[config.mk]
export PLATFORM = sky130hd
export DESIGN_NAME = rfsch_ctrl
export DESIGN_NICKNAME = d
export VERILOG_FILES = /design/src/rfsch_pkg.sv /design/src/rfsch_down_timer.sv /design/src/rfsch_burst_window.sv /design/src/rfsch_ctrl.sv
export SDC_FILE = /design/constraint.sdc
export NUM_CORES = 1
export LEC_CHECK = 0
export ABC_AREA = 1
export BUFFER_PORTS_ARGS = -buffer_cell sky130_fd_sc_hd__buf_2
export CAP_MARGIN = 20
export CORE_MARGIN = 2
export CORE_UTILIZATION = 68
export DETAILED_ROUTE_END_ITERATION = 10
export GPL_ROUTABILITY_DRIVEN = 0
export PLACE_DENSITY = 0.88
export SETUP_SLACK_MARGIN = 0.02
export SLEW_MARGIN = 0
export SYNTH_ARGS = -nofsm -noshare
export SYNTH_HDL_FRONTEND = slang
export SYNTH_SLANG_ARGS = --single-unit
[constraint.sdc]
create_clock -name clk -period 9 [get_ports clk]
set_input_delay 0.45 -clock clk [delete_from_list [all_inputs] [get_ports clk]]
set_output_delay 0.45 -clock clk [all_outputs]
set_load 0.02 [all_outputs]
[src/rfsch_pkg.sv]
package rfsch_pkg;

  // ----------------------------------------------------------------
  // command encoding on the command/address pins
  // ----------------------------------------------------------------
  localparam logic [3:0] RFSCH_CA_REF_MASK = 4'h7;
  localparam logic [3:0] RFSCH_CA_REF_CODE = 4'h4;
  localparam int RFSCH_CA_BIT3 = 3;
  localparam logic [3:0] RFSCH_CA_NOP = 4'h7;
  localparam logic [3:0] RFSCH_CA_ACT = 4'h0;

  // ----------------------------------------------------------------
  // timing, in ns, and cycle counts at 5 ns
  // ----------------------------------------------------------------
  localparam int RFSCH_CLK_PS = 5000;
  localparam int RFSCH_RFCAB_NS = 130;
  localparam int RFSCH_RFCPB_NS = 60;
  localparam int RFSCH_RRD_NS = 10;
  localparam logic [15:0] RFSCH_RFCAB_CYC = 16'((RFSCH_RFCAB_NS * 1000 + RFSCH_CLK_PS - 1) / RFSCH_CLK_PS);
  localparam logic [15:0] RFSCH_RFCPB_CYC = 16'((RFSCH_RFCPB_NS * 1000 + RFSCH_CLK_PS - 1) / RFSCH_CLK_PS);
  localparam logic [15:0] RFSCH_RRD_CYC = 16'((RFSCH_RRD_NS * 1000 + RFSCH_CLK_PS - 1) / RFSCH_CLK_PS);
  localparam int RFSCH_REFI_NS = 7800;
  localparam int RFSCH_REFI_CYC = (RFSCH_REFI_NS * 1000) / RFSCH_CLK_PS;
  localparam int RFSCH_REFW_MS = 32;
  localparam int RFSCH_BURST_MAX = 8;
  localparam int RFSCH_BURST_MULT = 4;
  localparam logic [15:0] RFSCH_REFBW_CYC = 16'(RFSCH_BURST_MULT * RFSCH_BURST_MAX) * RFSCH_RFCAB_CYC;
  localparam int RFSCH_REQ_COUNT = 4096;
  localparam logic [2:0] RFSCH_RATE_NOMINAL = 3'h3;
  localparam int RFSCH_NBANK = 8;

  // ----------------------------------------------------------------
  // types
  // ----------------------------------------------------------------
  typedef struct packed {
    logic cs_n;
    logic [3:0] ca;
    logic [2:0] bank;
  } rfsch_cmd_type;

  typedef struct packed {
    logic [15:0] rfcab;
    logic [15:0] rfcpb;
    logic [15:0] rrd;
  } rfsch_tim_type;

  // ---- rate multiplier, in quarters, from the refresh rate field
  function automatic logic [3:0] rfsch_rate_quarters(input logic [2:0] rate);
    case (rate)
      3'h1: rfsch_rate_quarters = 4'hF;
      3'h2: rfsch_rate_quarters = 4'h8;
      3'h3: rfsch_rate_quarters = 4'h4;
      3'h4: rfsch_rate_quarters = 4'h2;
      3'h5: rfsch_rate_quarters = 4'h1;
      default: rfsch_rate_quarters = 4'h4;
    endcase
  endfunction

endpackage

[src/rfsch_down_timer.sv]
`timescale 1ns/1ps
module rfsch_down_timer
  import rfsch_pkg::*;
(
  // clock and reset
  input wire logic clk,
  input wire logic rst_n,
  // control
  input wire logic load,
  input wire logic [15:0] value,
  // status
  output logic busy
);

  logic [15:0] cnt_q;
  logic [15:0] cnt_d;

  // --------------------------------------------------------------
  // count down from a load, busy while nonzero
  // --------------------------------------------------------------
  always_comb
  begin
    cnt_d = cnt_q;
    if (load)
      cnt_d = (value != 16'h0000) ? value - 16'h0001 : 16'h0000; // load cycle counts as one
    else if (cnt_q != 16'h0000)
      cnt_d = cnt_q - 16'h0001;
  end

  always_ff @(posedge clk)
  begin
    if (!rst_n)
      cnt_q <= 16'h0000;
    else
      cnt_q <= cnt_d;
  end

  assign busy = (cnt_q != 16'h0000);

endmodule

[src/rfsch_burst_window.sv]
`timescale 1ns/1ps
module rfsch_burst_window
  import rfsch_pkg::*;
(
  // clock and reset
  input wire logic clk,
  input wire logic rst_n,
  // events
  input wire logic all_ref,
  input wire logic [15:0] window_cyc,
  // status
  output logic full
);

  // age of each of the last eight all-bank refreshes
  logic [15:0] age_q [RFSCH_BURST_MAX];
  logic [15:0] age_d [RFSCH_BURST_MAX];
  logic [3:0] live;

  // --------------------------------------------------------------
  // shift in a fresh age per refresh, age the rest
  // --------------------------------------------------------------
  always_comb
  begin
    live = 4'h0;
    for (int i = 0; i < RFSCH_BURST_MAX; i++)
    begin
      age_d[i] = (age_q[i] != 16'h0000) ? age_q[i] - 16'h0001 : 16'h0000;
      if (age_q[i] != 16'h0000)
        live = live + 4'h1;
    end
    if (all_ref)
    begin
      for (int i = RFSCH_BURST_MAX - 1; i > 0; i--)
        age_d[i] = (age_q[i - 1] != 16'h0000) ? age_q[i - 1] - 16'h0001 : 16'h0000;
      age_d[0] = window_cyc - 16'h0001;
    end
  end

  always_ff @(posedge clk)
  begin
    for (int i = 0; i < RFSCH_BURST_MAX; i++)
    begin
      if (!rst_n)
        age_q[i] <= 16'h0000;
      else
        age_q[i] <= age_d[i];
    end
  end

  assign full = (live == 4'(RFSCH_BURST_MAX));

endmodule

[src/rfsch_ctrl.sv]
`timescale 1ns/1ps
// Behaviour
// - refresh code: cs low, ca0 ca1 low, ca2 high; ca3 high all-bank
// - bank counter 0..7 round robin, cleared by reset, self-refresh exit, all-bank refresh
// - after all-bank refresh, wait its cycle time before refresh or activate
// - after one-bank refresh, wait its cycle time before refresh or same-bank activate
// - after one-bank refresh, other-bank activate waits row-to-row delay
// - after activate, one-bank refresh to another idle bank waits row-to-row delay
// - two activates to different banks separated by row-to-row delay
// - refresh only idle banks; all-bank needs every bank idle
// - enough all-bank refreshes within each rolling refresh window
// - window and interval scaled by refresh rate field multiplier
// - at most eight all-bank refreshes per rolling burst window
// - burst limit applies only to all-bank refresh
// - self-refresh time lowers the required count, rounded up; the code does not track it, exit reloads the full count in burst mode
// - regular scheme issues one refresh per average interval
// - burst scheme may issue at maximum rate then pause
// - switch to regular scheme only directly after a burst phase
// - enter self refresh only after burst; restart with burst on exit; in burst mode sr_ok is also high in the idle phase
// - other banks stay usable during a one-bank refresh
module rfsch_ctrl
  import rfsch_pkg::*;
(
  // clock and reset
  input wire logic clk,
  input wire logic rst_n,
  // configuration
  input wire logic [2:0] rate_field,
  input wire logic burst_mode,
  input wire logic use_one_bank,
  input wire rfsch_tim_type tim,
  // user activate request
  input wire logic act_req,
  input wire logic [2:0] act_bank,
  output logic act_ready,
  // bank state from the user side
  input wire logic [7:0] bank_open,
  input wire logic sr_exit,
  output logic sr_ok,
  // refresh request status
  output logic ref_pending,
  // command pins
  output rfsch_cmd_type cmd_q,
  output logic [2:0] next_ref_bank
);

  typedef enum logic [1:0] {
    RFSCH_IDLE = 2'b00,
    RFSCH_BURST = 2'b01,
    RFSCH_PAUSE = 2'b10
  } rfsch_phase_type;

  rfsch_phase_type phase_q;
  rfsch_phase_type phase_d;
  rfsch_cmd_type cmd_d;
  logic [2:0] bank_q;
  logic [2:0] bank_d;
  logic [31:0] tick_q;
  logic [31:0] tick_d;
  logic [15:0] owed_q;
  logic [15:0] owed_d;
  logic post_burst_q;
  logic post_burst_d;
  logic [2:0] pb_bank_q;
  logic [2:0] pb_bank_d;
  logic [31:0] interval;
  logic ab_busy;
  logic pb_busy;
  logic rrd_pb_busy;
  logic act_busy;
  logic win_full;
  logic do_ab;
  logic do_pb;
  logic do_act;
  logic pb_ok;
  logic ab_ok;
  logic [3:0] mult;

  // --------------------------------------------------------------
  // separation timers
  // --------------------------------------------------------------
  rfsch_down_timer u_ab (
    .clk(clk),
    .rst_n(rst_n),
    .load(do_ab),
    .value(tim.rfcab),
    .busy(ab_busy)
  );

  rfsch_down_timer u_pb (
    .clk(clk),
    .rst_n(rst_n),
    .load(do_pb),
    .value(tim.rfcpb),
    .busy(pb_busy)
  );

  rfsch_down_timer u_pbrrd (
    .clk(clk),
    .rst_n(rst_n),
    .load(do_pb),
    .value(tim.rrd),
    .busy(rrd_pb_busy)
  );

  rfsch_down_timer u_act (
    .clk(clk),
    .rst_n(rst_n),
    .load(do_act),
    .value(tim.rrd),
    .busy(act_busy)
  );

  rfsch_burst_window u_win (
    .clk(clk),
    .rst_n(rst_n),
    .all_ref(do_ab),
    .window_cyc(16'(RFSCH_BURST_MULT * RFSCH_BURST_MAX) * tim.rfcab),
    .full(win_full)
  );

  // --------------------------------------------------------------
  // refresh interval from rate field
  // --------------------------------------------------------------
  always_comb
  begin
    mult = rfsch_rate_quarters(rate_field);
    interval = 32'((RFSCH_REFI_CYC / 4) * int'(mult));
  end

  // --------------------------------------------------------------
  // issue decision
  // --------------------------------------------------------------
  always_comb
  begin
    ab_ok = !ab_busy && !pb_busy && (bank_open == 8'h00) && !win_full;
    pb_ok = !ab_busy && !pb_busy && !bank_open[bank_q] && !act_busy;
    do_ab = 1'b0;
    do_pb = 1'b0;
    do_act = 1'b0;
    if (owed_q != 16'h0000)
    begin
      if (use_one_bank)
        do_pb = pb_ok;
      else
        do_ab = ab_ok;
    end
    act_ready = !ab_busy && !act_busy && !do_ab && !do_pb
                && !(pb_busy && act_bank == pb_bank_q) && !rrd_pb_busy;
    do_act = act_req && act_ready;
  end

  // --------------------------------------------------------------
  // scheduler state: owed refreshes, bank counter, phase
  // --------------------------------------------------------------
  always_comb
  begin
    phase_d = phase_q;
    tick_d = tick_q + 32'h1;
    owed_d = owed_q;
    post_burst_d = 1'b0;
    bank_d = bank_q;
    pb_bank_d = pb_bank_q;
    cmd_d.cs_n = 1'b1;
    cmd_d.ca = RFSCH_CA_NOP;
    cmd_d.bank = 3'h0;
    if (do_ab || do_pb)
      owed_d = owed_q - 16'h1;
    case (phase_q)
      RFSCH_IDLE:
      begin
        if (tick_q >= interval - 32'h1)
        begin
          tick_d = 32'h0;
          owed_d = owed_d + 16'h1;
        end
        if (burst_mode && owed_d == 16'h0000)
        begin
          phase_d = RFSCH_BURST;
          owed_d = 16'(RFSCH_REQ_COUNT);
          tick_d = 32'h0;
        end
      end
      RFSCH_BURST:
      begin
        // drain a whole window's count at max rate
        if (owed_d == 16'h0000)
        begin
          phase_d = burst_mode ? RFSCH_PAUSE : RFSCH_IDLE;
          post_burst_d = burst_mode;
        end
      end
      RFSCH_PAUSE:
      begin
        if (tick_q >= interval * 32'(RFSCH_REQ_COUNT) - 32'h1)
        begin
          phase_d = RFSCH_BURST;
          owed_d = 16'(RFSCH_REQ_COUNT);
          tick_d = 32'h0;
        end
      end
      default:
        phase_d = RFSCH_IDLE;
    endcase
    if (do_ab)
    begin
      cmd_d.cs_n = 1'b0;
      cmd_d.ca = RFSCH_CA_REF_CODE | 4'h8;
      bank_d = 3'h0;
    end
    else if (do_pb)
    begin
      cmd_d.cs_n = 1'b0;
      cmd_d.ca = RFSCH_CA_REF_CODE;
      cmd_d.bank = bank_q;
      pb_bank_d = bank_q;
      bank_d = bank_q + 3'h1;
    end
    else if (do_act)
    begin
      cmd_d.cs_n = 1'b0;
      cmd_d.ca = RFSCH_CA_ACT;
      cmd_d.bank = act_bank;
    end
    if (sr_exit)
    begin
      bank_d = 3'h0;
      // internal refresh covered the gap, restart with burst
      if (burst_mode)
      begin
        post_burst_d = 1'b0;
        phase_d = RFSCH_BURST;
        owed_d = 16'(RFSCH_REQ_COUNT);
        tick_d = 32'h0;
      end
      else
        owed_d = 16'h0001;
    end
  end

  always_ff @(posedge clk)
  begin
    if (!rst_n)
    begin
      phase_q <= RFSCH_IDLE;
      tick_q <= 32'h0;
      owed_q <= 16'h0;
      post_burst_q <= 1'b0;
      bank_q <= 3'h0;
      pb_bank_q <= 3'h0;
      cmd_q <= '{cs_n: 1'b1, ca: RFSCH_CA_NOP, bank: 3'h0};
    end
    else
    begin
      phase_q <= phase_d;
      tick_q <= tick_d;
      owed_q <= owed_d;
      post_burst_q <= post_burst_d;
      bank_q <= bank_d;
      pb_bank_q <= pb_bank_d;
      cmd_q <= cmd_d;
    end
  end

  // --------------------------------------------------------------
  // status
  // --------------------------------------------------------------
  assign ref_pending = (owed_q != 16'h0000);
  assign next_ref_bank = bank_q;
  assign sr_ok = burst_mode ? post_burst_q || (phase_q == RFSCH_IDLE)
                            : (owed_q == 16'h0000);
endmodule

==> impl_metrics.json, run 1 <==
{
  "cp_common_cell": "nand2_1",
  "die_area_um2": 26600,
  "relSlewSlack_pct": 28.0,
  "grt_overflow": 0,
  "maxCapViolCount": 0,
  "fin_nets": 2812,
  "grt_usage_pct": 34.8,
  "rrSetupSlack_ns": 1.97,
  "power_density_nw_per_um2": 393,
  "die_height_um": 163,
  "ys_seq_area_share_pct": 29.7,
  "io_pins": 82,
  "seq_area_um2": 5100,
  "leakage_nw": 8.77,
  "grt_max_degree": 64,
  "cts_setup_buffers": 0,
  "r2r-end": "tick_q[1]$_SDFF_PN0_",
  "worst_ep_arrival_time_ns": 7.00,
  "rsz0062_at_grt": "no",
  "cts.sinks": 255,
  "cp_max_fo": 16,
  "fin_worst_skew_ns": 0.0227,
  "avgSynthCellArea_um2": 6.56,
  "clk_pin_slew_ns": 0.06,
  "numCtsBuffers": 28,
  "cts_tree": "yes",
  "antenna_found_initial": 0,
  "holdCritPathClass": "primary input to flip-flop",
  "ant_nets": 0,
  "hold_viol": 0,
  "viasPerCell": 5.89,
  "setup_tns_ns": 0,
  "cp_slowest_stage_delay_ns": 0.48,
  "setup_ws_ns": 1.55,
  "area_growth_syn_to_layout_pct": 9.47,
  "drc": 0,
  "final_common_cell": "nand2_1",
  "synthTopCellsByArea": "dfxtp_1, nand2_1, nor2_1",
  "grt_pass1_wl_um": 77300,
  "crit_start": "u_win.age_q[0][0]$_SDFF_PN0_",
  "numPortBuffers": 81,
  "dp_slack_ns": 2.19,
  "core_um2": 25000,
  "cts_root_buf": "clkbuf_16",
  "synth_edf_count": 0,
  "drt_iter0_markers": 1581,
  "worst_pin_slew_ns": 1.08,
  "dr_total_vias": 17900,
  "cp-endpoint": "act_ready",
  "rr_startpoint": "u_win.age_q[0][0]$_SDFF_PN0_",
  "fin_crit_ns": 7.45,
  "grt_pass1_vias": 17100,
  "start_kind": "flip-flop",
  "placementRows": 58,
  "postSynthNetCount": 2750,
  "clk_path_buf_depth": 3,
  "cts_resized": 0,
  "setup_viol": 0,
  "multi_input_area_um2": 10500,
  "synth_ff_type": "dfxtp_1",
  "firstDrtPassIters": 6,
  "endpoint_kind": "primary output",
  "cp_slowest_cell": "nor2_1",
  "start_util_pct": 68.8,
  "required_ns": 8.55,
  "finalCritPeriodShare_pct": 82.8,
  "yosys_warnings": 0,
  "htree_levels": 1,
  "yosys.area.top_type_share_pct": 29.7,
  "wl_per_cell_um": 15.6,
  "clock_latency_ns": 0.56,
  "reg2reg_depth": 45,
  "status": "finished, final reports clean",
  "final_cell_mix": "nand2_1, nor2_1, inv_1, dfxtp_1, nand3_1",
  "async_reset_ff_share_pct": 0,
  "max_freq_ghz": 0.134,
  "fillCellCount": 1940,
  "synth_area_um2": 17200,
  "synth_top_area_cell": "dfxtp_1",
  "wl_um": 47400,
  "die_w_um": 163,
  "crit_type": "flip-flop to primary output",
  "drv_slew": 0,
  "cts_hold_buf": 0,
  "ir_drop_mv": 0.495,
  "post_synth_num_cell_types": 62,
  "layout-drive-gt1-share_pct": 9.79,
  "dp_hpwl_um": 34500,
  "syn_inst": 2623,
  "ys_ff_latch": 255
}
worst max-delay path: cells and delay by family (launching register included):
kind	cells	cell delay, ns
AND/OR/NAND/NOR	18	3.01
buffers and inverters	8	1.04
AO/OA/AOI/OAI	2	0.25
flip-flops	1	0.32
adder cells (fa/ha/maj)	7	1.83
flip-flops by register name, indices dropped and copies added, names as in the netlist:
| register | flops |
|---|---|
| tick_q | 32 |
| u_ab.cnt_q | 16 |
| phase_q | 2 |
| owed_q | 16 |
| u_win.age_q | 128 |
| u_pbrrd.cnt_q | 16 |
| cmd_q | 6 |
| u_pb.cnt_q | 16 |
| next_ref_bank | 3 |
| post_burst_q | 1 |
| u_act.cnt_q | 16 |
| pb_bank_q | 3 |
per-layer routing:
layer	track usage (%)	share of wire, %
met1	42.2	41
met2	61.7	48
met3	4.47	7.2
met4	15.1	3.8
met5	0	0
area by class of cell:
type                       instances  share of cell area [%]
clock buffer                      37                    4.22
inverter                         363                    7.23
tap                              330                    2.19
clock inverter                    14                   0.883
timing repair buffer              91                    2.62
sequential                       255                    27.1
multi-input combinational       1946                    55.7
antenna                            2                  0.0266
through the flow:
stage | util, % | instances | cell area [µm²] | hold slack, ns | power (mW)
final | 75.3 | 3038 | 18800 | 0.203 | 7.41
after detailed placement | 71.3 | 2984 | 17900 | 0.455 | 6.09
after global routing | 75.2 | 3036 | 18800 | 0.216 | 8.06
after global placement | 71.3 | 2984 | 17900 | 0.442 | 5.91
after CTS | 75.2 | 3035 | 18800 | 0.196 | 7.34
after floorplan | - | 2623 | 17200 | 0.426 | 5.22
synth_stat cells (4+ instances only):
cell and count:
nand2_1 515, nor2_1 389, inv_1 347, dfxtp_1 255
nand3_1 146, a21oi_1 118, o21ai_0 112, xor2_1 99
nor3_1 91, xnor2_1 62, ha_1 59, o22ai_1 50
clkbuf_1 46, nand4_1 45, nor4_1 45, or2_2 34
a22o_1 29, nand2_2 27, inv_2 14, nand3_2 11
nand3b_1 10, nor2_2 10, nor2_4 10, a211oi_1 9
a2111oi_0 7, nand2_4 7, a21boi_0 5, buf_1 5
a22oi_1 4, o2111ai_1 4
worst min-delay path by stage:
stage | startpoint | endpoint | cells past startpoint
4_1_cts | act_bank[1] | cmd_q[1]$_SDFF_PP0_ | 3
2_1_floorplan | u_win.age_q[1][48]$_SDFF_PN0_ | u_win.age_q[1][48]$_SDFF_PN0_ | 1
3_5_place_dp | u_win.age_q[1][48]$_SDFF_PN0_ | u_win.age_q[1][48]$_SDFF_PN0_ | 1
5_1_grt | act_bank[1] | cmd_q[1]$_SDFF_PP0_ | 3
3_3_place_gp | u_win.age_q[1][48]$_SDFF_PN0_ | u_win.age_q[1][48]$_SDFF_PN0_ | 1
6_report | act_bank[1] | cmd_q[1]$_SDFF_PP0_ | 3
kinds of logic (layout without fill, tap and decap cells):
| family | count (synthesis) | after routing | synth area share [%] |
|---|---|---|---|
| AND/OR/NAND/NOR | 1358 | 1358 | 35.7 |
| buffers and inverters | 422 | 505 | 9.42 |
| AO/OA/AOI/OAI | 368 | 368 | 12.7 |
| flip-flops | 255 | 255 | 29.7 |
| XOR/XNOR | 161 | 161 | 8.19 |
| adder cells (fa/ha/maj) | 59 | 59 | 4.29 |
| other | 0 | 2 | 0 |
report_power, final:
part / switching [mW] / internal (mW) / total (mW)
combinational: 2.82 / 1.63 / 4.45
clock: 0.495 / 0.708 / 1.20
sequential: 0.287 / 1.47 / 1.76
total: 3.60 / 3.81 / 7.41
No activity file was read; power rests on OpenSTA's default activity.
==> inputs of run 2 (changes only) <==
--- a/config.mk
+++ b/config.mk
@@ -9,10 +9,10 @@
 export BUFFER_PORTS_ARGS = -buffer_cell sky130_fd_sc_hd__buf_2
 export CAP_MARGIN = 20
 export CORE_MARGIN = 2
-export CORE_UTILIZATION = 68
+export CORE_UTILIZATION = 57
 export DETAILED_ROUTE_END_ITERATION = 10
 export GPL_ROUTABILITY_DRIVEN = 0
-export PLACE_DENSITY = 0.88
+export PLACE_DENSITY = 0.79
 export SETUP_SLACK_MARGIN = 0.02
 export SLEW_MARGIN = 0
 export SYNTH_ARGS = -nofsm -noshare
==> constraint.sdc (replaced) <==
create_clock -name clk -period 6.5 [get_ports clk]
set_input_delay 0.325 -clock clk [delete_from_list [all_inputs] [get_ports clk]]
set_output_delay 0.325 -clock clk [all_outputs]
set_load 0.02 [all_outputs]
==> run 2 against run 1 <==
Compared with the run above:
- flip-flop and latch count stayed put
- combinational power is 54% higher
- total power is 46% higher
- largest power group unchanged
==> impl_metrics.json, run 2 (same netlist as run 1, synthesis figures left out) <==
{
  "cp_slowest_cell": "dfxtp_1",
  "rr_startpoint": "u_win.age_q[0][24]$_SDFF_PN0_",
  "dp.cells": 3060,
  "die_area_um2": 31600,
  "setup_viol": 0,
  "hold_viol": 0,
  "ir_drop_mv": 0.603,
  "largest_reg_flops": 128,
  "fin_crit_ns": 6.18,
  "rrSetupSlack_ns": 0.32,
  "numPortBuffers": 81,
  "min_from": "sr_exit",
  "reg2reg_depth": 45,
  "relSlewSlack_pct": 42.9,
  "setup_ws_ns": 0.316,
  "start_kind": "flip-flop",
  "ant_nets": 0,
  "crit_type": "flip-flop to primary output",
  "worst_ep_arrival_time_ns": 5.86,
  "firstDrtPassIters": 7,
  "core_um2": 29700,
  "cts.sinks": 255,
  "fin_nets": 2847,
  "cp_common_cell": "nand2_2",
  "clk_path_buf_depth": 3,
  "cts_tree": "yes",
  "fin_worst_skew_ns": 0.00740,
  "dr_total_vias": 17800,
  "cp_max_fo": 6,
  "start_util_pct": 57.9,
  "layout-drive-gt1-share_pct": 12.1,
  "power_density_nw_per_um2": 561,
  "dp_slack_ns": -0.133,
  "grt_max_degree": 59,
  "holdCritPathClass": "primary input to flip-flop",
  "final_cells": 3126,
  "grt_overflow": 0,
  "max_freq_ghz": 0.162,
  "clk_pin_slew_ns": 0.06,
  "wl_per_cell_um": 15.3,
  "area_growth_syn_to_layout_pct": 12.3,
  "numCtsBuffers": 29,
  "dp_hpwl_um": 35100,
  "grt_pass1_wl_um": 77600,
  "finalCritPeriodShare_pct": 95.1,
  "top_regs": "u_win.age_q: 128 flops, tick_q: 32 flops",
  "io_pins": 82,
  "design_power_total_mw": 10.9,
  "final_common_cell": "nand2_1",
  "finish.utilization_pct": 65.0,
  "fillCellCount": 2624,
  "drt_iter0_markers": 1432,
  "drc": 0,
  "holdWs_ns": 0.0485,
  "maxCapViolCount": 0,
  "drv_slew": 0,
  "cp-endpoint": "act_ready",
  "largest-register": "u_win.age_q",
  "leakage_nw": 8.91,
  "antenna_found_initial": 1,
  "worst_pin_slew_ns": 0.855,
  "clock_latency_ns": 0.55,
  "final_cell_mix": "nand2_1, nor2_1, inv_1, dfxtp_1, nand3_1",
  "grt_usage_pct": 29.5,
  "cp_slowest_stage_delay_ns": 0.35,
  "viasPerCell": 5.69,
  "crit_start": "u_win.age_q[0][24]$_SDFF_PN0_",
  "wl_um": 47700,
  "endpoint_kind": "primary output",
  "placementRows": 63,
  "cts_hold_buf": 0,
  "r2r-end": "owed_q[12]$_SDFF_PN0_",
  "grt_pass1_vias": 16900,
  "die_height_um": 178,
  "htree_levels": 1,
  "cts_root_buf": "clkbuf_16",
  "required_ns": 6.17,
  "die_w_um": 178,
  "status": "finished, final reports clean"
}
[run 2: worst min-delay path by stage]
stage	end	cells past startpoint
after global routing	owed_q[0]$_SDFF_PN0_	3
final	owed_q[0]$_SDFF_PN0_	3
after detailed placement	u_win.age_q[1][48]$_SDFF_PN0_	1
after floorplan	u_win.age_q[1][48]$_SDFF_PN0_	1
after CTS	owed_q[0]$_SDFF_PN0_	3
after global placement	u_win.age_q[1][48]$_SDFF_PN0_	1
[run 2: what timing repair did]
item,in CTS,in global routing
resized for setup,13,47
endpoints found under the setup margin,18,40
gates cloned,1,1
pin swaps,7,29
setup buffers,3,13
[run 2: layout make-up]
class / count / area (µm²) / area share [%]
tap: 390 / 488 / 2.52
multi-input combinational: 1948 / 10800 / 55.6
antenna: 1 / 2.50 / 0.0129
sequential: 255 / 5110 / 26.4
timing repair buffer: 123 / 733 / 3.79
clock inverter: 6 / 67.6 / 0.350
inverter: 363 / 1370 / 7.06
clock buffer: 40 / 807 / 4.18
[run 2: worst max-delay path, delay by kind of cell, from the launching register on]
kind / cells / cell delay, ns
AOI/OAI and AO/OA: 2 / 0.26
adders and majority gates: 6 / 1.56
buffers and inverters: 7 / 0.69
DFF: 1 / 0.35
and+or+nand+nor: 19 / 2.42
[run 2: report_power, final]
part,switching [mW],total (mW),internal [mW]
clock,0.650,1.54,0.895
sequential,0.398,2.44,2.04
combinational,4.16,6.87,2.70
[run 2: stage by stage]
| step | setup TNS [ns] | cell area [µm²] |
|---|---|---|
| floorplan | 0 | 17200 |
| finish | 0 | 19300 |
| global placement | 0 | 18100 |
| detailed placement | -1.38 | 18100 |
| CTS | 0 | 19000 |
| global route | -0.645 | 19300 |
[run 2: layer usage]
| metal | share of wire [%] | up-vias | global-route usage [%] |
|---|---|---|---|
| li1 | - | 8792 | - |
| met1 | 42 | 8239 | 36.8 |
| met2 | 49 | 647 | 52.5 |
| met3 | 6.3 | 123 | 3.23 |
| met4 | 2.9 | 0 | 9.97 |
| met5 | 0 | - | 0 |
==> inputs of run 3 (changes only) <==
--- a/config.mk
+++ b/config.mk
@@ -9,10 +9,10 @@
 export BUFFER_PORTS_ARGS = -buffer_cell sky130_fd_sc_hd__buf_2
 export CAP_MARGIN = 20
 export CORE_MARGIN = 2
-export CORE_UTILIZATION = 57
+export CORE_UTILIZATION = 35
+export CTS_CLUSTER_SIZE = 28
 export DETAILED_ROUTE_END_ITERATION = 10
 export GPL_ROUTABILITY_DRIVEN = 0
-export PLACE_DENSITY = 0.79
 export SETUP_SLACK_MARGIN = 0.02
 export SLEW_MARGIN = 0
 export SYNTH_ARGS = -nofsm -noshare
==> run 3 against run 2 <==
Compared with the run above:
- count of clock-buffer cells in the layout increased by 2
- via count decreased by 3.1%
- first-iteration DRC count decreased by 20%
==> impl_metrics.json, run 3 (same netlist as run 1, synthesis figures left out) <==
{
  "setup_ws_ns": 0.406,
  "grt_pass1_wl_um": 81900,
  "final_cells": 3413,
  "crit_type": "flip-flop to flip-flop",
  "cts_tree": "yes",
  "firstDrtPassIters": 7,
  "dr_total_vias": 17300,
  "ant_nets": 0,
  "layout-drive-gt1-share_pct": 13.0,
  "wl_um": 50300,
  "clk_path_buf_depth": 3,
  "drt_iter0_markers": 1149,
  "antenna_found_initial": 3,
  "start_kind": "flip-flop",
  "setup_tns_ns": 0,
  "relSlewSlack_pct": 44.6,
  "power_density_nw_per_um2": 561,
  "die_height_um": 226,
  "dp.cells": 3342,
  "grt_max_degree": 55,
  "drc": 0,
  "start_util_pct": 35.3,
  "hold_viol": 0,
  "fin_worst_skew_ns": 0.0151,
  "area_growth_syn_to_layout_pct": 16.6,
  "ir_drop_mv": 0.651,
  "viasPerCell": 5.06,
  "die_w_um": 226,
  "required_ns": 6.97,
  "cp_slowest_cell": "dfxtp_1",
  "grt_usage_pct": 19.4,
  "rrSetupSlack_ns": 0.41,
  "core_um2": 48700,
  "cp_common_cell": "nand2_1",
  "htree_levels": 1,
  "dp_slack_ns": -0.0615,
  "placementRows": 81,
  "max_freq_ghz": 0.164,
  "fin_crit_ns": 6.09,
  "numPortBuffers": 81,
  "drv_slew": 0,
  "stdcell_area_um2": 20100,
  "holdCritPathClass": "primary input to flip-flop",
  "clk_pin_slew_ns": 0.06,
  "cts.sinks": 255,
  "status": "finished, final reports clean",
  "worst_pin_slew_ns": 0.831,
  "numCtsBuffers": 31,
  "cp_slowest_stage_delay_ns": 0.34,
  "largest-register": "u_win.age_q",
  "final_common_cell": "nand2_1",
  "endpoint_kind": "flip-flop",
  "cts_hold_buf": 0,
  "cp_max_fo": 7,
  "fin_nets": 2851,
  "final_cell_mix": "nand2_1, nor2_1, inv_1, dfxtp_1, nand3_1",
  "wl_per_cell_um": 14.7,
  "fillCellCount": 5079,
  "grt_pass1_vias": 16600,
  "io_pins": 82,
  "leakage_nw": 9.09,
  "top_regs": "u_win.age_q: 128 flops, tick_q: 32 flops",
  "dp_hpwl_um": 37800,
  "finalCritPeriodShare_pct": 93.8,
  "die_area_um2": 51000,
  "worst_ep_arrival_time_ns": 6.56,
  "placed_cell_area_um2": 18500,
  "maxCapViolCount": 0,
  "setup_viol": 0,
  "grt_overflow": 0,
  "clock_latency_ns": 0.59,
  "finish.utilization_pct": 41.2,
  "largest_reg_flops": 128,
  "cts_root_buf": "clkbuf_16"
}
==> run 3: per-stage QoR <==
step           hold slack [ns]  power [mW]
3_5_place_dp             0.442        8.61
2_1_floorplan            0.426        7.23
5_1_grt                 0.0231        12.3
4_1_cts                0.00660        10.7
3_3_place_gp             0.445        8.47
6_report                0.0410        11.2
==> run 3: timing repair <==
action,in CTS,in global routing
pin swaps,5,36
hold endpoints to repair,0,0
buffers inserted,3,6
setup endpoints to repair,16,124
resized for setup,9,70
gates cloned,0,3
==> run 3: worst paths after layout <==
path | start | end | cells past startpoint
max | u_win.age_q[0][14]$_SDFF_PN0_ | tick_q[3]$_SDFF_PN0_ | 42
max reg2reg | u_win.age_q[0][14]$_SDFF_PN0_ | tick_q[3]$_SDFF_PN0_ | 42
min reg2reg | u_win.age_q[1][48]$_SDFF_PN0_ | u_win.age_q[1][48]$_SDFF_PN0_ | 1
min | act_bank[2] | cmd_q[2]$_SDFF_PP0_ | 3
==> run 3: report_power, final <==
group / internal [mW] / switching, mW / leakage (nW)
sequential: 2.04 / 0.391 / 2.09
combinational: 2.69 / 4.15 / 6.44
clock: 1.25 / 0.716 / 0.564
total: 5.99 / 5.26 / 9.09
==> run 3: area by class of cell <==
cell class / count / area [µm²] / share of cell area [%]
Antenna cell: 2 / 5.00 / 0.0249
Inverter: 363 / 1360 / 6.79
Clock buffer: 42 / 877 / 4.37
Sequential cell: 255 / 5110 / 25.5
Multi-Input combinational cell: 1949 / 10800 / 53.9
Timing Repair Buffer: 124 / 778 / 3.88
Tap cell: 664 / 831 / 4.14
Clock inverter: 14 / 277 / 1.38
==> run 3: worst max-delay path: cells and delay by family, from the launching register on <==
| kind | cells | cell delay (ns) |
|---|---|---|
| DFF | 1 | 0.34 |
| AOI/OAI and AO/OA | 4 | 0.42 |
| and+or+nand+nor | 28 | 3.46 |
| adders and majority gates | 6 | 1.50 |
| buffers and inverters | 4 | 0.26 |
==> run 3: per-layer routing <==
layer / part of all wire, % / global-route usage (%)
met1: 46 / 25.0
met2: 47 / 33.6
met3: 4.6 / 2.82
met4: 2.6 / 5.32
met5: 0.026 / 0
